File: src/rtl/ts_consts.vh
`ifndef TS_CONSTS_VH
`define TS_CONSTS_VH

// Register offsets
`define TS_ADDR_SUBSEC_LOW   8'h20
`define TS_ADDR_SUBSEC_HIGH  8'h21
`define TS_ADDR_SECONDS      8'h22
`define TS_ADDR_MINUTES      8'h23
`define TS_ADDR_HOURS        8'h24
`define TS_ADDR_WEEKDAY      8'h25
`define TS_ADDR_DAY          8'h26
`define TS_ADDR_MONTH        8'h27
`define TS_ADDR_YEAR         8'h28
`define TS_ADDR_SNAPSHOT     8'h29
`define TS_ADDR_REC_CTRL     8'h34
`define TS_ADDR_SRC_EN       8'h35
`define TS_ADDR_REC_STATUS   8'h36
`define TS_ADDR_RAM_BASE     8'h40
`define TS_ADDR_RAM_LAST     8'h7F

// Record control fields
`define TS_CTRL_IRQ_SEL      2
`define TS_CTRL_CLEAR        1
`define TS_CTRL_RAM_MODE     0

// Source enable fields
`define TS_SRC_CMP           3
`define TS_SRC_DET           2
`define TS_SRC_LOW           1
`define TS_SRC_OSC           0
`define TS_SRC_WIDTH         4

// Record status fields
`define TS_STAT_FULL         4
`define TS_STAT_EMPTY        3
`define TS_STAT_PTR_HI       2
`define TS_STAT_PTR_LO       0

// Snapshot fields
`define TS_SNAP_LOW          5
`define TS_SNAP_CMP          4
`define TS_SNAP_DET          3
`define TS_SNAP_OSC          1

// Record layout inside an 8-byte slot
`define TS_REC_SUBSEC        3'h0
`define TS_REC_SECONDS       3'h1
`define TS_REC_MINUTES       3'h2
`define TS_REC_HOURS         3'h3
`define TS_REC_DAY           3'h4
`define TS_REC_MONTH         3'h5
`define TS_REC_YEAR          3'h6
`define TS_REC_STATUS        3'h7
`define TS_REC_SUB512_BIT    0

// Reset and limit values
`define TS_PTR_RESET         3'h7
`define TS_PTR_STEP          3'h1
`define TS_COUNT_ZERO        4'h0
`define TS_COUNT_STEP        4'h1
`define TS_COUNT_FULL        4'h8
`define TS_BYTE_ZERO         8'h00

`endif

File: src/rtl/ts_time_stamp_recorder.v
// What this block does
// In RAM-mode 0 each stamp latches sub-second counter: 1/512,1/1024 at 0x20, 1/2..1/256 at 0x21.
// In RAM-mode 0 each stamp copies seconds through year into 0x22..0x28, status snapshot into 0x29.
// Snapshot bit5 battery low, bit4 supply below battery, bit3 detect, bit1 osc stop.
// Snapshot osc-stop bit is 0 when oscillating, 1 when stopped at the event.
// Stamps come from the event pin and from enabled internal monitor conditions.
// In multi-record mode successive stamps go to record RAM, at most 8 records.
// Host clears global enable before reading stamp data.
// Supply-compare enable makes battery rising above supply a stamp event.
// Supply-detect enable makes entry into backup mode a stamp event.
// Host waits 31.25 ms after initial-power enable before supply-detect enable.
// Battery-low enable gates both battery-low detection and its stamp event.
// Oscillator-stop enable makes a detected oscillator stop a stamp event.
// RAM records hold every stamped field except 1/1024 part and weekday.
// RAM-mode 0 gives plain RAM and stamp registers; 1 gives record RAM.
// Writing 1 to record-clear resets status to full 0, empty 1, pointer 111.
// Host clears global enable before issuing a record-clear.
// Interrupt select 0 pulses on every stamp; 1 only when eighth record stored.
// Full flag reads 1 once eight records are held, else 0.
// Empty flag reads 1 with no record held, 0 after one is stored.
// Three-bit pointer names newest slot at 0x40 plus 8n, default 111.
// Each record advances pointer modulo eight, writes slot, updates empty and full.
// While full, further stamps are ignored by record RAM until record-clear.
`timescale 1ns/100ps
`default_nettype none
`include "ts_consts.vh"

module ts_time_stamp_recorder #(
  parameter SUBSEC_WIDTH = 10,
  parameter RAM_DEPTH    = 64
) (
  input  wire                    sys_clk,
  input  wire                    rst,
  input  wire [7:0]              regAddr,
  input  wire [7:0]              regWrData,
  input  wire                    regWrite,
  input  wire                    regRead,
  output reg  [7:0]              regRdData,
  input  wire                    stampGlobalEnable,
  input  wire                    eventInputPin,
  input  wire                    batteryLowFlag,
  input  wire                    supplyBelowBatteryFlag,
  input  wire                    supplyDetectFlag,
  input  wire                    oscStopFlag,
  input  wire [SUBSEC_WIDTH-1:0] subsecCount,
  input  wire [7:0]              calSeconds,
  input  wire [7:0]              calMinutes,
  input  wire [7:0]              calHours,
  input  wire [7:0]              calWeekday,
  input  wire [7:0]              calDay,
  input  wire [7:0]              calMonth,
  input  wire [7:0]              calYear,
  output reg                     stampIrqPulse,
  output wire                    batteryLowDetected
);

  // Bits of the sub-second count below the 1/256 weight
  localparam SUB_SPLIT = SUBSEC_WIDTH - 8;

  // Stamp registers
  reg [7:0] stampSubsecLow;
  reg [7:0] stampSubsecHigh;
  reg [7:0] stampSeconds;
  reg [7:0] stampMinutes;
  reg [7:0] stampHours;
  reg [7:0] stampWeekday;
  reg [7:0] stampDay;
  reg [7:0] stampMonth;
  reg [7:0] stampYear;
  reg [7:0] stampStatusSnapshot;

  // Control and status
  reg                     irqOnFullSelect;
  reg                     recordRamMode;
  reg [`TS_SRC_WIDTH-1:0] sourceEnables;
  reg                     recordFull;
  reg                     recordEmpty;
  reg [2:0]               latestSlot;
  reg [3:0]               recordCount;

  // Record memory
  reg [7:0] recordRam [0:RAM_DEPTH-1];

  // Synchronised pins
  wire [4:0] rawLevels;
  wire [4:0] syncLevels;
  wire       pinLevel;
  wire       lowLevel;
  wire       cmpLevel;
  wire       detLevel;
  wire       oscLevel;
  reg  [4:0] prevLevels;

  wire       supplyCompareEnable;
  wire       supplyDetectEnable;
  wire       batteryLowEnable;
  wire       oscStopEnable;
  wire       pinEvent;
  wire       internalEvent;
  wire       stampEvent;
  wire       recordStore;
  wire       recordClear;
  reg  [7:0] snapshot;
  wire [2:0] storeSlot;
  wire [2:0] nextSlotAfterStore;
  wire [3:0] countBase;
  wire [3:0] next_recordCount;
  wire       eighthStored;
  wire [7:0] subsecLowByte;
  wire [7:0] subsecHighByte;
  reg  [7:0] ctrlByte;
  reg  [7:0] srcEnByte;
  reg  [7:0] statusByte;

  // Address decoding shared by writes and reads
  function isRamAddr;
    input [7:0] addr;
    begin
      isRamAddr = (addr >= `TS_ADDR_RAM_BASE) && (addr <= `TS_ADDR_RAM_LAST);
    end
  endfunction

  function [5:0] ramIndex;
    input [7:0] addr;
    begin
      ramIndex = addr[5:0];
    end
  endfunction

  assign rawLevels = {eventInputPin, batteryLowFlag, supplyBelowBatteryFlag, supplyDetectFlag, oscStopFlag};

  ts_pin_sync #(
    .WIDTH   (5)
  ) i_ts_pin_sync (
    .sys_clk (sys_clk),
    .rst     (rst),
    .asyncIn (rawLevels),
    .syncOut (syncLevels)
  );

  assign pinLevel = syncLevels[4];
  assign lowLevel = syncLevels[3];
  assign cmpLevel = syncLevels[2];
  assign detLevel = syncLevels[1];
  assign oscLevel = syncLevels[0];

  assign supplyCompareEnable = sourceEnables[`TS_SRC_CMP];
  assign supplyDetectEnable  = sourceEnables[`TS_SRC_DET];
  assign batteryLowEnable    = sourceEnables[`TS_SRC_LOW];
  assign oscStopEnable       = sourceEnables[`TS_SRC_OSC];

  // Battery-low detection is only alive while enabled
  assign batteryLowDetected = batteryLowEnable & lowLevel;

  always @(posedge sys_clk)
  begin
    if (rst)
      prevLevels <= 5'h00;
    else
      prevLevels <= syncLevels;
  end

  // Rising edges of the pin and of enabled monitor conditions
  assign pinEvent = pinLevel & ~prevLevels[4];
  assign internalEvent = (batteryLowEnable & lowLevel & ~prevLevels[3])
                       | (supplyCompareEnable & cmpLevel & ~prevLevels[2])
                       | (supplyDetectEnable & detLevel & ~prevLevels[1])
                       | (oscStopEnable & oscLevel & ~prevLevels[0]);
  assign stampEvent = stampGlobalEnable & (pinEvent | internalEvent);

  // Snapshot of monitor flags at the event
  always @*
  begin
    snapshot = `TS_BYTE_ZERO;
    snapshot[`TS_SNAP_LOW] = batteryLowDetected;
    snapshot[`TS_SNAP_CMP] = cmpLevel;
    snapshot[`TS_SNAP_DET] = detLevel;
    snapshot[`TS_SNAP_OSC] = oscLevel;
  end

  assign recordClear = regWrite && (regAddr == `TS_ADDR_REC_CTRL) && regWrData[`TS_CTRL_CLEAR];
  // Stamps are dropped by record RAM while full; a same-cycle clear frees it first
  assign recordStore = stampEvent && recordRamMode && (recordClear || !recordFull);
  assign storeSlot = recordClear ? `TS_PTR_RESET : latestSlot;
  assign nextSlotAfterStore = storeSlot + `TS_PTR_STEP;
  assign countBase = recordClear ? `TS_COUNT_ZERO : recordCount;
  assign next_recordCount = countBase + `TS_COUNT_STEP;
  assign eighthStored = recordStore && (next_recordCount == `TS_COUNT_FULL);
  assign subsecLowByte  = {{(8-SUB_SPLIT){1'b0}}, subsecCount[SUB_SPLIT-1:0]};
  assign subsecHighByte = subsecCount[SUBSEC_WIDTH-1:SUB_SPLIT];

  // Stamp registers in single-stamp mode
  always @(posedge sys_clk)
  begin
    if (rst)
    begin
      stampSubsecLow      <= `TS_BYTE_ZERO;
      stampSubsecHigh     <= `TS_BYTE_ZERO;
      stampSeconds        <= `TS_BYTE_ZERO;
      stampMinutes        <= `TS_BYTE_ZERO;
      stampHours          <= `TS_BYTE_ZERO;
      stampWeekday        <= `TS_BYTE_ZERO;
      stampDay            <= `TS_BYTE_ZERO;
      stampMonth          <= `TS_BYTE_ZERO;
      stampYear           <= `TS_BYTE_ZERO;
      stampStatusSnapshot <= `TS_BYTE_ZERO;
    end
    else if (stampEvent && !recordRamMode)
    begin
      stampSubsecLow      <= subsecLowByte;
      stampSubsecHigh     <= subsecHighByte;
      stampSeconds        <= calSeconds;
      stampMinutes        <= calMinutes;
      stampHours          <= calHours;
      stampWeekday        <= calWeekday;
      stampDay            <= calDay;
      stampMonth          <= calMonth;
      stampYear           <= calYear;
      stampStatusSnapshot <= snapshot;
    end
  end

  // Control registers
  always @(posedge sys_clk)
  begin
    if (rst)
    begin
      irqOnFullSelect <= 1'b0;
      recordRamMode   <= 1'b0;
      sourceEnables   <= {`TS_SRC_WIDTH{1'b0}};
    end
    else if (regWrite)
    begin
      if (regAddr == `TS_ADDR_REC_CTRL)
      begin
        irqOnFullSelect <= regWrData[`TS_CTRL_IRQ_SEL];
        recordRamMode   <= regWrData[`TS_CTRL_RAM_MODE];
      end
      if (regAddr == `TS_ADDR_SRC_EN)
        sourceEnables <= regWrData[`TS_SRC_WIDTH-1:0];
    end
  end

  // Record status; a store in the clear cycle still counts
  always @(posedge sys_clk)
  begin
    if (rst)
    begin
      recordFull  <= 1'b0;
      recordEmpty <= 1'b1;
      latestSlot  <= `TS_PTR_RESET;
      recordCount <= `TS_COUNT_ZERO;
    end
    else if (recordStore)
    begin
      latestSlot  <= nextSlotAfterStore;
      recordEmpty <= 1'b0;
      recordCount <= next_recordCount;
      recordFull  <= (next_recordCount == `TS_COUNT_FULL);
    end
    else if (recordClear)
    begin
      recordFull  <= 1'b0;
      recordEmpty <= 1'b1;
      latestSlot  <= `TS_PTR_RESET;
      recordCount <= `TS_COUNT_ZERO;
    end
  end

  // Record RAM; a record store wins over a host write in the same cycle
  always @(posedge sys_clk)
  begin
    if (recordStore)
    begin
      recordRam[{nextSlotAfterStore, `TS_REC_SUBSEC}]  <= subsecHighByte;
      recordRam[{nextSlotAfterStore, `TS_REC_SECONDS}] <= calSeconds;
      recordRam[{nextSlotAfterStore, `TS_REC_MINUTES}] <= calMinutes;
      recordRam[{nextSlotAfterStore, `TS_REC_HOURS}]   <= calHours;
      recordRam[{nextSlotAfterStore, `TS_REC_DAY}]     <= calDay;
      recordRam[{nextSlotAfterStore, `TS_REC_MONTH}]   <= calMonth;
      recordRam[{nextSlotAfterStore, `TS_REC_YEAR}]    <= calYear;
      recordRam[{nextSlotAfterStore, `TS_REC_STATUS}]  <= {snapshot[7:1], subsecCount[SUB_SPLIT-1]};
    end
    else if (regWrite && isRamAddr(regAddr))
      recordRam[ramIndex(regAddr)] <= regWrData;
  end

  // Interrupt pulse
  always @(posedge sys_clk)
  begin
    if (rst)
      stampIrqPulse <= 1'b0;
    else if (irqOnFullSelect)
      stampIrqPulse <= eighthStored;
    else
      stampIrqPulse <= stampEvent;
  end

  // Readback bytes assembled from their field positions
  always @*
  begin
    ctrlByte = `TS_BYTE_ZERO;
    ctrlByte[`TS_CTRL_IRQ_SEL] = irqOnFullSelect;
    ctrlByte[`TS_CTRL_RAM_MODE] = recordRamMode;
    srcEnByte = `TS_BYTE_ZERO;
    srcEnByte[`TS_SRC_WIDTH-1:0] = sourceEnables;
    statusByte = `TS_BYTE_ZERO;
    statusByte[`TS_STAT_FULL] = recordFull;
    statusByte[`TS_STAT_EMPTY] = recordEmpty;
    statusByte[`TS_STAT_PTR_HI:`TS_STAT_PTR_LO] = latestSlot;
  end

  // Register read port, one cycle of latency
  always @(posedge sys_clk)
  begin
    if (rst)
      regRdData <= `TS_BYTE_ZERO;
    else if (regRead)
    begin
      if (isRamAddr(regAddr))
        regRdData <= recordRam[ramIndex(regAddr)];
      else
      begin
        case (regAddr)
          `TS_ADDR_SUBSEC_LOW:  regRdData <= stampSubsecLow;
          `TS_ADDR_SUBSEC_HIGH: regRdData <= stampSubsecHigh;
          `TS_ADDR_SECONDS:     regRdData <= stampSeconds;
          `TS_ADDR_MINUTES:     regRdData <= stampMinutes;
          `TS_ADDR_HOURS:       regRdData <= stampHours;
          `TS_ADDR_WEEKDAY:     regRdData <= stampWeekday;
          `TS_ADDR_DAY:         regRdData <= stampDay;
          `TS_ADDR_MONTH:       regRdData <= stampMonth;
          `TS_ADDR_YEAR:        regRdData <= stampYear;
          `TS_ADDR_SNAPSHOT:    regRdData <= stampStatusSnapshot;
          `TS_ADDR_REC_CTRL:    regRdData <= ctrlByte;
          `TS_ADDR_SRC_EN:      regRdData <= srcEnByte;
          `TS_ADDR_REC_STATUS:  regRdData <= statusByte;
          default:              regRdData <= `TS_BYTE_ZERO;
        endcase
      end
    end
  end

endmodule
`default_nettype wire

File: src/rtl/ts_pin_sync.v
`timescale 1ns/100ps
`default_nettype none

module ts_pin_sync #(
  parameter WIDTH = 1
) (
  input  wire             sys_clk,
  input  wire             rst,
  input  wire [WIDTH-1:0] asyncIn,
  output reg  [WIDTH-1:0] syncOut
);

  reg [WIDTH-1:0] stage1;
  reg [WIDTH-1:0] stage2;
  reg [WIDTH-1:0] stage3;
  genvar i;

  always @(posedge sys_clk)
  begin
    if (rst)
    begin
      stage1 <= {WIDTH{1'b0}};
      stage2 <= {WIDTH{1'b0}};
      stage3 <= {WIDTH{1'b0}};
    end
    else
    begin
      stage1 <= asyncIn;
      stage2 <= stage1;
      stage3 <= stage2;
    end
  end

  // A change counts once the second and third stages agree
  generate
    for (i = 0; i < WIDTH; i = i + 1)
    begin : gAgree
      always @(posedge sys_clk)
      begin
        if (rst)
          syncOut[i] <= 1'b0;
        else if (stage2[i] == stage3[i])
          syncOut[i] <= stage3[i];
      end
    end
  endgenerate

endmodule
`default_nettype wire

File: config.mk
export PLATFORM = sky130hd
export DESIGN_NAME = ts_time_stamp_recorder
export DESIGN_NICKNAME = d
export VERILOG_FILES = /design/src/rtl/ts_time_stamp_recorder.v /design/src/rtl/ts_pin_sync.v
export VERILOG_INCLUDE_DIRS = /design/src /design/src/rtl
export SDC_FILE = /design/constraint.sdc
export NUM_CORES = 1
export LEC_CHECK = 0
export BUFFER_PORTS_ARGS = -buffer_cell sky130_fd_sc_hd__buf_2
export CORE_ASPECT_RATIO = 1.5
export CORE_MARGIN = 2
export CORE_UTILIZATION = 39
export CTS_CLUSTER_DIAMETER = 120
export DETAILED_ROUTE_END_ITERATION = 7
export GPL_ROUTABILITY_DRIVEN = 0
export SYNTH_ARGS = -nofsm -noshare
export SYNTH_HDL_FRONTEND = slang
export SYNTH_SLANG_ARGS = --single-unit
File: constraint.sdc
create_clock -name sys_clk -period 3.26 [get_ports sys_clk]
set_clock_uncertainty 0.1 [all_clocks]
set_input_delay 0.652 -clock sys_clk [delete_from_list [all_inputs] [get_ports sys_clk]]
set_output_delay 0.652 -clock sys_clk [all_outputs]
set_load 0.05 [all_outputs]
# Word level (Yosys, flattened, before mapping)
# Memories as Yosys holds them, arrays and structs flattened.
# Index checks and enable logic that the tools add are counted.
# op_classes
addsub	2
n_mul	0
div	0
order_cmp	2
eq_ne	19
n_shift	0
mux	19
bitwise_logic	19
reduce_logical	15
# ops
op	n
8-bit by 6-bit equality test with 1-bit output, second input constant	13
8-bit one-hot mux with 13 select lines	1
8-bit two-way mux	2
1-bit two-way mux	11
1-bit AND	10
8-bit by 7-bit >= comparator with 1-bit output, second input constant	1
8-bit by 7-bit <= comparator with 1-bit output, second input constant	1
1-bit logical AND	8
4-bit two-way mux	2
8-bit OR reduction	1
3-bit two-way mux	2
6-bit two-way mux	1
1-bit equality test	5
1-bit NOT	5
4-bit by 1-bit adder with 4-bit output, second input constant	1
4-bit equality test, second input constant	1
1-bit bitwise OR	4
2-bit AND reduction	2
3-bit by 1-bit adder with 3-bit output, second input constant	1
1-bit logical NOT	2
2-bit nonzero test	1
1-bit logical OR	1
# totals
reg_bits	119
latch_bits	0
ram_bits	512
rom_bits	0
in_bits	92
word_cells	105
n_memories	1
# memory_table
name	words	word_bits	rd	rd_ports_with_merged_regs	wr	line_no	source
recordRam	64	8	1	0	8	ts_time_stamp_recorder.v:82	reg [7:0] recordRam [0:RAM_DEPTH-1];

# Longest topological paths before layout
# Gate-level depths: netlist of the first run.
# depth
depth_word	13
ltp_mapped	11
ltp_nobuf	9

# By module
# Synthesis of the first run repeated with hierarchy kept, for this count alone.
# hier_totals
hier_cells	2198
hier_area_um2	31534.0
# modules_own_cells
module	n_inst	cells_per_inst	area_each_um2
ts_time_stamp_recorder	1	2146	30892.1
ts_pin_sync	1	52	641.9

# Worst setup path after synthesis of the first run
# Ideal clock, no wire load.
# synth_timing
path_type	input-to-reg
start	in regAddr[3]
end	mem recordRam[23][0] (enable)
t_arrival_ps	2798
setup_slack_ps	28
cell_stages	10
path_buffers	1
cell_sequence	nor4b_2 -> nand4_1 -> nand2_1 -> ha_1 -> clkbuf_1 -> inv_1 -> mux2i_1 -> o22ai_1 -> nand3_1 -> nand2b_1
# synth_lines
element	line_no	source
start, declared	ts_time_stamp_recorder.v:34	input wire [7:0] regAddr,
end, declared	ts_time_stamp_recorder.v:82	

# Worst setup path after layout of the first run
# layout_timing
start	in regAddr[0]
end	reg regRdData[1]
# layout_via
elab_chain_len	3
word_cells_on_any_way	19
cone_classes	order compare (2); eq/ne (13); mux (2); reduce/logical (1); memory (1)
# layout_lines
element	line_no	source
branches (longest 2 deep; another with memory read 64 x 8 bit)	--	
8-bit two-way mux (*)	ts_time_stamp_recorder.v:320	if (isRamAddr(regAddr))
end signal, assigned	ts_time_stamp_recorder.v:321	regRdData <= recordRam[ramIndex(regAddr)];
end signal, assigned	ts_time_stamp_recorder.v:325	`TS_ADDR_SUBSEC_LOW: regRdData <= stampSubsecLow;
end signal, assigned	ts_time_stamp_recorder.v:326	`TS_ADDR_SUBSEC_HIGH: regRdData <= stampSubsecHigh;
end, declared	ts_time_stamp_recorder.v:38	output reg [7:0] regRdData,
# Every way passes the cells marked *.
# A chain may end at the register's enable or synchronous reset.

==> out/metrics.csv, run 1 <==
stage;metric;value;unit
pwr;powerDensity;465;nW/µm²
critical_path;cp_cell_sequence;buf_8 > buf_12 > buf_4 > mux4_2 > a22oi_1 > a21oi_1 > o41ai_1 > buf_4 > o2111a_1 > nor3_1;
global_routing;overflow;0;
floorplanning;die_h;351;µm
synth;syn_inst;2178;
critical_path;timing.rr.start;i_ts_pin_sync.syncOut[1];
layout;syn_to_final_growth;19.4;%
critical_path;worst_ep_arrival_time;3.27;ns
critical_path;endpoint_kind;flip-flop;
synth;avgSynthCellArea;14.3;µm²
cts;cts_buffers;58;
route;route.antenna.remaining_nets;0;
synth;synth_fp_nets;2271;
cts;cts_buffer_depth;3;
layout;largest_reg_flops;512;
sta;whs;0.119;ns
critical_path;crit_required;3.68;ns
cts;hold_buffers;0;
min_path;hold_depth;2;
critical_path;critPathLaunch;regAddr[0];
synth;yosysTopAreaCellShare;49.2;%
synth;ys_top_cells_by_count;512 x edfxtp_1, 487 x mux2_2, 244 x nand2_1;
layout;regMostFlops;recordRam;
critical_path;worstSetupPathDepth;10;
sta;slew_headroom;37.8;%
min_path;hold_class;in -> reg;
synth;yosys.area.top_type;edfxtp_1;
global_routing;track_usage;28.4;%
route;totalWireLength;119000;µm
sta;final_max_slew_viol_count;0;
route;drtIter0Drc;2611;
synth;ys_seq_area_share;56.9;%
critical_path;critPathMostFrequentCell;buf_4;
cts;clk_latency;0.66;ns
placed_design;dp_hpwl;82200;µm
synth;synth_enable_flop_cells;512;
placed_design;io_buffer_count;101;
global_routing;grt_pass1_wl;166000;µm
synth;ys_ff_latch;631;
placed_design;pre_cts_slack;-0.0954;ns
critical_path;cp_max_fo;10;
floorplanning;core_area;79600;µm²
route;avgViaCountPerCell;6.17;
sta;worst_slack;0.417;ns
floorplanning;die_x;235;µm
run_status;status;finished clean;
min_path;min_from;supplyDetectFlag;
critical_path;critical_path_class;in -> reg;
critical_path;cp_slowest_cell;a22oi_1;
global_routing;grt_pass1_vias;22100;
global_routing;antenna_found_initial;2;
layout;stdcell_area;37300;µm²
synth;ys_warn_count;0;
sta;setup_violations;0;
layout;nNetsFinal;2562;
layout;multi_input_area;12700;µm²
layout;fill_cells;6892;
layout;final_core_util;46.8;%
pwr;power.leakage;13.1;nW
sta;post-route-period-util;87.2;%
sta;min_period;2.84;ns
cts;clock_sink_count;631;
route;via_count;21900;
cts;cts_tree;built;
pwr;power;17.3;mW
cts;clk_pin_slew;0.08;ns
sta;max_freq;0.352;GHz
critical_path;rr_worst_depth;8;
synth;synth.distinct_cells;65;
sta;tns;0;ns
placed_design;place_area;35400;µm²
critical_path;startpoint_type;input port;
layout;layout-drive-gt1-share;46.3;%
cts;postCtsResizedCells;0;
sta;worst_pin_slew;0.934;ns
route;dr.pass1.iters;6;
floorplanning;ios;102;
critical_path;max_stage_delay;0.55;ns
global_routing;grt_max_degree;72;
layout;final_cell_count_no_fill;3553;
cts;cts-root-buf;clkbuf_16;
sta;rsz0062_at_grt;false;
synth;async_flop_share;0;%
synth;synth_area;31200;µm²
layout;ff_latch_area;17800;µm²
floorplanning;row_count;127;
floorplanning;start_util;39.2;%
sta;hold_violations;0;
route;wl_per_cell;33.4;µm
critical_path;cp_top_family;compound AO/OA/AOI/OAI gates;
cts;post-cts-setup-buffer-count;0;
synth;synth_most_common_cell;edfxtp_1;
job;drv_cap;0;
synth;synth.area.top_cells;edfxtp_1 49%, mux2_2 18%, mux4_2 9.2%;
floorplanning;fp.dieArea;82400;µm²
synth;synth_flop_cell;edfxtp_1;
placed_design;place_inst;3441;
route;drc;0;
pwr;ir_drop;0.388;mV
cts;cts_max_level;2;
critical_path;r2r_slack;0.45;ns
critical_path;worst-path-buf-inv;4;
==> layout make-up <==
type                            count  share of cell area, %
Timing Repair Buffer              402                   9.59
Multi-Input combinational cell   1367                   34.1
Clock inverter                     37                  0.880
Inverter                            9                 0.0907
Clock buffer                       72                   4.18
Antenna cell                        3                 0.0201
Sequential cell                   631                   47.6
Tap cell                         1032                   3.46
==> worst paths after layout <==
kind,end
worst max-delay path,regRdData[1]
worst min-delay path,i_ts_pin_sync.stage1[1]
worst max register to register,recordRam[52][5]
worst min register to register,i_ts_pin_sync.stage2[0]
==> kinds of logic after synthesis <==
| kind of cell | synth area share (%) |
|---|---|
| muxes | 27.4 |
| DFF | 56.9 |
| and+or+nand+nor | 7.81 |
| AOI/OAI and AO/OA | 5.23 |
| buffers and inverters | 2.45 |
| xor gates and xnor gates | 0.224 |
| adders and majority gates | 0.0401 |
==> placed cells by master (no fill, tap or decap), drive strengths merged, types with 24 or more instances in the layout <==
cell type and count:
mux2 487, and2 29, clkinv 29, dfxtp 119, nor2b 28, a21oi 116, clkbuf 72, edfxtp 512
a22oi 61, nor2 33, nand2 277, nand3 24, mux4 127, buf 402
==> layer usage <==
metal  global-route usage (%)  wire length, µm  up-vias  part of all wire, %
li1                         -                -     9013                    -
met1                     33.7            42100    11200                   35
met2                     47.0            56700     1333                   48
met3                     5.34            10500      380                  8.8
met4                     19.6             9500        4                  8.0
met5                        0               27        -                0.023
==> power by group <==
group	switching [mW]	total, mW	internal [mW]
Combinational	1.03	1.63	0.603
Clock	3.19	6.98	3.79
Sequential	0.0123	8.72	8.70
==> worst reg2reg max path: cells and delay by family (launching register included) <==
family,cells,cell delay [ns]
flops,1,0.35
compound gates,1,0.34
simple gates,5,1.35
buf+inv,2,0.36
Note: power is estimated with default switching activity, not from simulation.
==> run 2, diff against run 1 <==
- ABC_AREA: not set -> 1
==> run 2 against run 1 <==
Worst setup slack worse by 0.29 ns. Sequential cell count unchanged. Sequential power is essentially flat. Via count up 27%. Power is 1.6% higher. Area after synthesis is 3.4% higher. Combinational power is 5% higher. Maximum frequency down 9.3%. Clock-buffer cell count is the same.
==> out/metrics.csv, run 2 <==
stage;metric;value;unit;change
run_status;status;finished clean;;unchanged
critical_path;r2r_slack;0.13;ns;was 0.45 ns
pwr;internal-power;13.3;mW;was 13.1 mW
cts;clk_pin_slew;0.06;ns;was 0.08 ns
cts;clk_latency;0.65;ns;was 0.66 ns
pwr;switchingPower;4.35;mW;was 4.23 mW
synth;yosys.area.top_type;edfxtp_1;;unchanged
synth;synth_fp_nets;4203;;was 2271
cts;cts-root-buf;clkbuf_16;;unchanged
sta;rsz0062_at_grt;false;;unchanged
pwr;power.share.switching;24.7;%;was 24.4%
sta;tns;0;ns;unchanged
critical_path;regToRegEndpoint;recordRam[63][5];;was recordRam[52][5]
job;drv_cap;0;;unchanged
floorplanning;die_h;356;µm;was 351 µm
global_routing;grt_pass1_vias;26400;;was 22100
critical_path;critical_path_class;reg -> reg;;was in -> reg
cts;cts_buffer_depth;3;;unchanged
layout;layout-drive-gt1-share;9.28;%;was 46.3%
cts;clock_sink_count;631;;unchanged
layout;fill_cells;8166;;was 6892
sta;post-route-period-util;96.1;%;was 87.2%
route;wl_per_cell;23.4;µm;was 33.4 µm
layout;final_cell_mix;2020 x nand2_1, 556 x o21ai_0, 512 x edfxtp_1;;was 512 x edfxtp_1, 487 x mux2_2, 244 x nand2_1
floorplanning;ios;102;;unchanged
layout;final_cell_count_no_fill;5198;;was 3553
route;totalWireLength;122000;µm;was 119000 µm
global_routing;track_usage;28.3;%;was 28.4%
layout;multi_input_area;12700;µm²;about the same
global_routing;use_met1;31.8;%;was 33.7%
floorplanning;fp.dieArea;85100;µm²;was 82400 µm²
pwr;clkPwrFrac;40.8;%;was 40.3%
route;avgViaCountPerCell;5.37;;was 6.17
floorplanning;core_area;82200;µm²;was 79600 µm²
min_path;min_from;oscStopFlag;;was supplyDetectFlag
critical_path;endpoint_kind;flip-flop;;unchanged
cts;cts_max_level;2;;unchanged
sta;whs;0.142;ns;was 0.119 ns
cts;cts_buffers;57;;was 58
floorplanning;die_x;239;µm;was 235 µm
synth;synth_flop_cell;edfxtp_1;;unchanged
critical_path;timing.rr.start;sourceEnables[0];;was i_ts_pin_sync.syncOut[1]
synth;avgSynthCellArea;7.85;µm²;was 14.3 µm²
sta;worst_pin_slew;1.26;ns;was 0.934 ns
sta;slew_headroom;15.1;%;was 37.8%
critical_path;worst_ep_arrival_time;3.32;ns;was 3.27 ns
layout;final_common_cell;nand2_1;;was edfxtp_1
critical_path;startpoint_type;flip-flop;;was input port
min_path;hold-path-endpoint;i_ts_pin_sync.stage1[0];;was i_ts_pin_sync.stage1[1]
layout;largest_reg_flops;512;;unchanged
pwr;power;17.6;mW;was 17.3 mW
route;drc;0;;unchanged
synth;ys_top_cells_by_count;2021 x nand2_1, 556 x o21ai_0, 512 x edfxtp_1;;was 512 x edfxtp_1, 487 x mux2_2, 244 x nand2_1
global_routing;overflow;0;;unchanged
cts;cts_tree;built;;unchanged
sta;hold_violations;0;;unchanged
pwr;ir_drop;0.453;mV;was 0.388 mV
pwr;powerDensity;486;nW/µm²;was 465 nW/µm²
floorplanning;row_count;129;;was 127
synth;ys_ff_latch;631;;unchanged
synth;synth_area;32300;µm²;was 31200 µm²
placed_design;dp_hpwl;81000;µm;was 82200 µm
layout;nNetsFinal;4198;;was 2562
pwr;comb_power_share;9.7;%;was 9.4%
synth;synth_enable_flop_cells;512;;unchanged
pwr;pwr-share-seq;49.5;%;was 50.3%
layout;antenna_cells;0;;was 3
layout;regMostFlops;recordRam;;unchanged
synth;synth.distinct_cells;34;;was 65
floorplanning;start_util;39.3;%;was 39.2%
synth;synth_most_common_cell;nand2_1;;was edfxtp_1
synth;async_flop_share;0;%;unchanged
placed_design;pre_cts_slack;-0.120;ns;was -0.0954 ns
synth;yosysTopAreaCellShare;47.6;%;was 49.2%
global_routing;grt_pass1_wl;173000;µm;was 166000 µm
global_routing;busiest_layer;met2;;unchanged
sta;worst_slack;0.126;ns;was 0.417 ns
layout;final_core_util;44.1;%;was 46.8%
synth;synth.area.top_cells;edfxtp_1 48%, nand2_1 24%, o21ai_0 8.6%;;was edfxtp_1 49%, mux2_2 18%, mux4_2 9.2%
cts;hold_buffers;0;;unchanged
route;drtIter0Drc;3129;;was 2611
sta;min_period;3.13;ns;was 2.84 ns
critical_path;cp_max_fo;24;;was 10
pwr;power.leakage;16.0;nW;was 13.1 nW
global_routing;gr-usage-met2;47.6;%;was 47.0%
synth;ys_seq_area_share;55.0;%;was 56.9%
synth;ys_warn_count;0;;unchanged
layout;stdcell_area;36200;µm²;was 37300 µm²
sta;max_freq;0.319;GHz;was 0.352 GHz
placed_design;io_buffer_count;101;;unchanged
layout;syn_to_final_growth;12.2;%;was 19.4%
placed_design;place_inst;5094;;was 3441
min_path;hold_depth;3;;was 2
cts;postCtsResizedCells;0;;unchanged
sta;setup_violations;0;;unchanged
placed_design;place_area;34200;µm²;was 35400 µm²
global_routing;grt_max_degree;87;;was 72
route;via_count;27900;;was 21900
route;dr.pass1.iters;6;;unchanged
layout;ff_latch_area;17800;µm²;unchanged
synth;syn_inst;4110;;was 2178
min_path;hold_class;in -> reg;;unchanged
critical_path;rr_worst_depth;11;;was 8
global_routing;met3_usage;3.42;%;was 5.34%
sta;final_max_slew_viol_count;0;;unchanged
cts;post-cts-setup-buffer-count;0;;unchanged
global_routing;antenna_found_initial;0;;was 2
route;route.antenna.remaining_nets;0;;unchanged
critical_path;crit_required;3.44;ns;was 3.68 ns
## run 2: cell count changes after synthesis, sizes merged, moves of 18 or more
cell    before   now
mux4       127     0
inv          9   126
a22oi       61     0
mux2       487     0
nand3       24    45
clkbuf     120   188
nor2b       28     0
nand2      277  2055
o21ai       23   564
a21oi      116    98
nor2        33   236
buf         51   116
mux2i       20     0
and2        29     0
## run 2: cells by family after synthesis
kind of cell | synth area share (%)
simple gates | 28.4
xor+xnor | 0.0271
fa+ha+maj | 0.0388
flops | 55.0
buf+inv | 5.69
compound gates | 10.8
## run 2: per-layer routing
metal | vias up | routed length, µm
met3 | 433 | 9370
met5 | - | 0
met4 | 0 | 12300
li1 | 13300 | -
met2 | 1509 | 57500
met1 | 12700 | 42600
## run 2: power by group through the flow
stage | sequential (mW) | combinational (mW) | clock [mW]
5_1_grt | 8.71 | 1.82 | 7.47
2_1_floorplan | 8.91 | 0.879 | 0
3_5_place_dp | 8.89 | 1.66 | 0
6_report | 8.71 | 1.71 | 7.18
4_1_cts | 8.71 | 1.67 | 7.21
3_3_place_gp | 8.89 | 1.65 | 0
## run 2: critical path: stages (launching register included)
cell and delay (ns):
dfxtp_1 0.30, inv_1 0.21, nor3_1 0.08, nor2_1 0.14, nand2_1 0.14, nand2_1 0.14, inv_1 0.09, nand3_4 0.09
nand2_4 0.17, inv_4 0.59, nand2_1 0.36, nand2_1 0.37
## run 2: how the worst max path moves through the flow
stage / start / endpoint / slack [ns] / depth (start not counted)
6_report: sourceEnables[0] / recordRam[63][5] / 0.13 / 11
5_1_grt: sourceEnables[0] / recordRam[63][3] / 0.07 / 11
4_1_cts: sourceEnables[0] / recordRam[63][5] / 0.15 / 11
3_5_place_dp: regAddr[5] / recordRam[63][5] / -0.12 / 13
3_3_place_gp: regAddr[5] / recordRam[63][7] / -0.11 / 13
2_1_floorplan: regAddr[1] / recordRam[33][0] / 0.25 / 14
## run 2: layout make-up
type                            count  share of cell area, %
Tap cell                         1048                   3.62
Multi-Input combinational cell   3038                   35.1
Clock inverter                     32                   1.18
Inverter                          137                   1.45
Timing Repair Buffer              240                   5.38
Sequential cell                   631                   49.0
Clock buffer                       72                   4.26
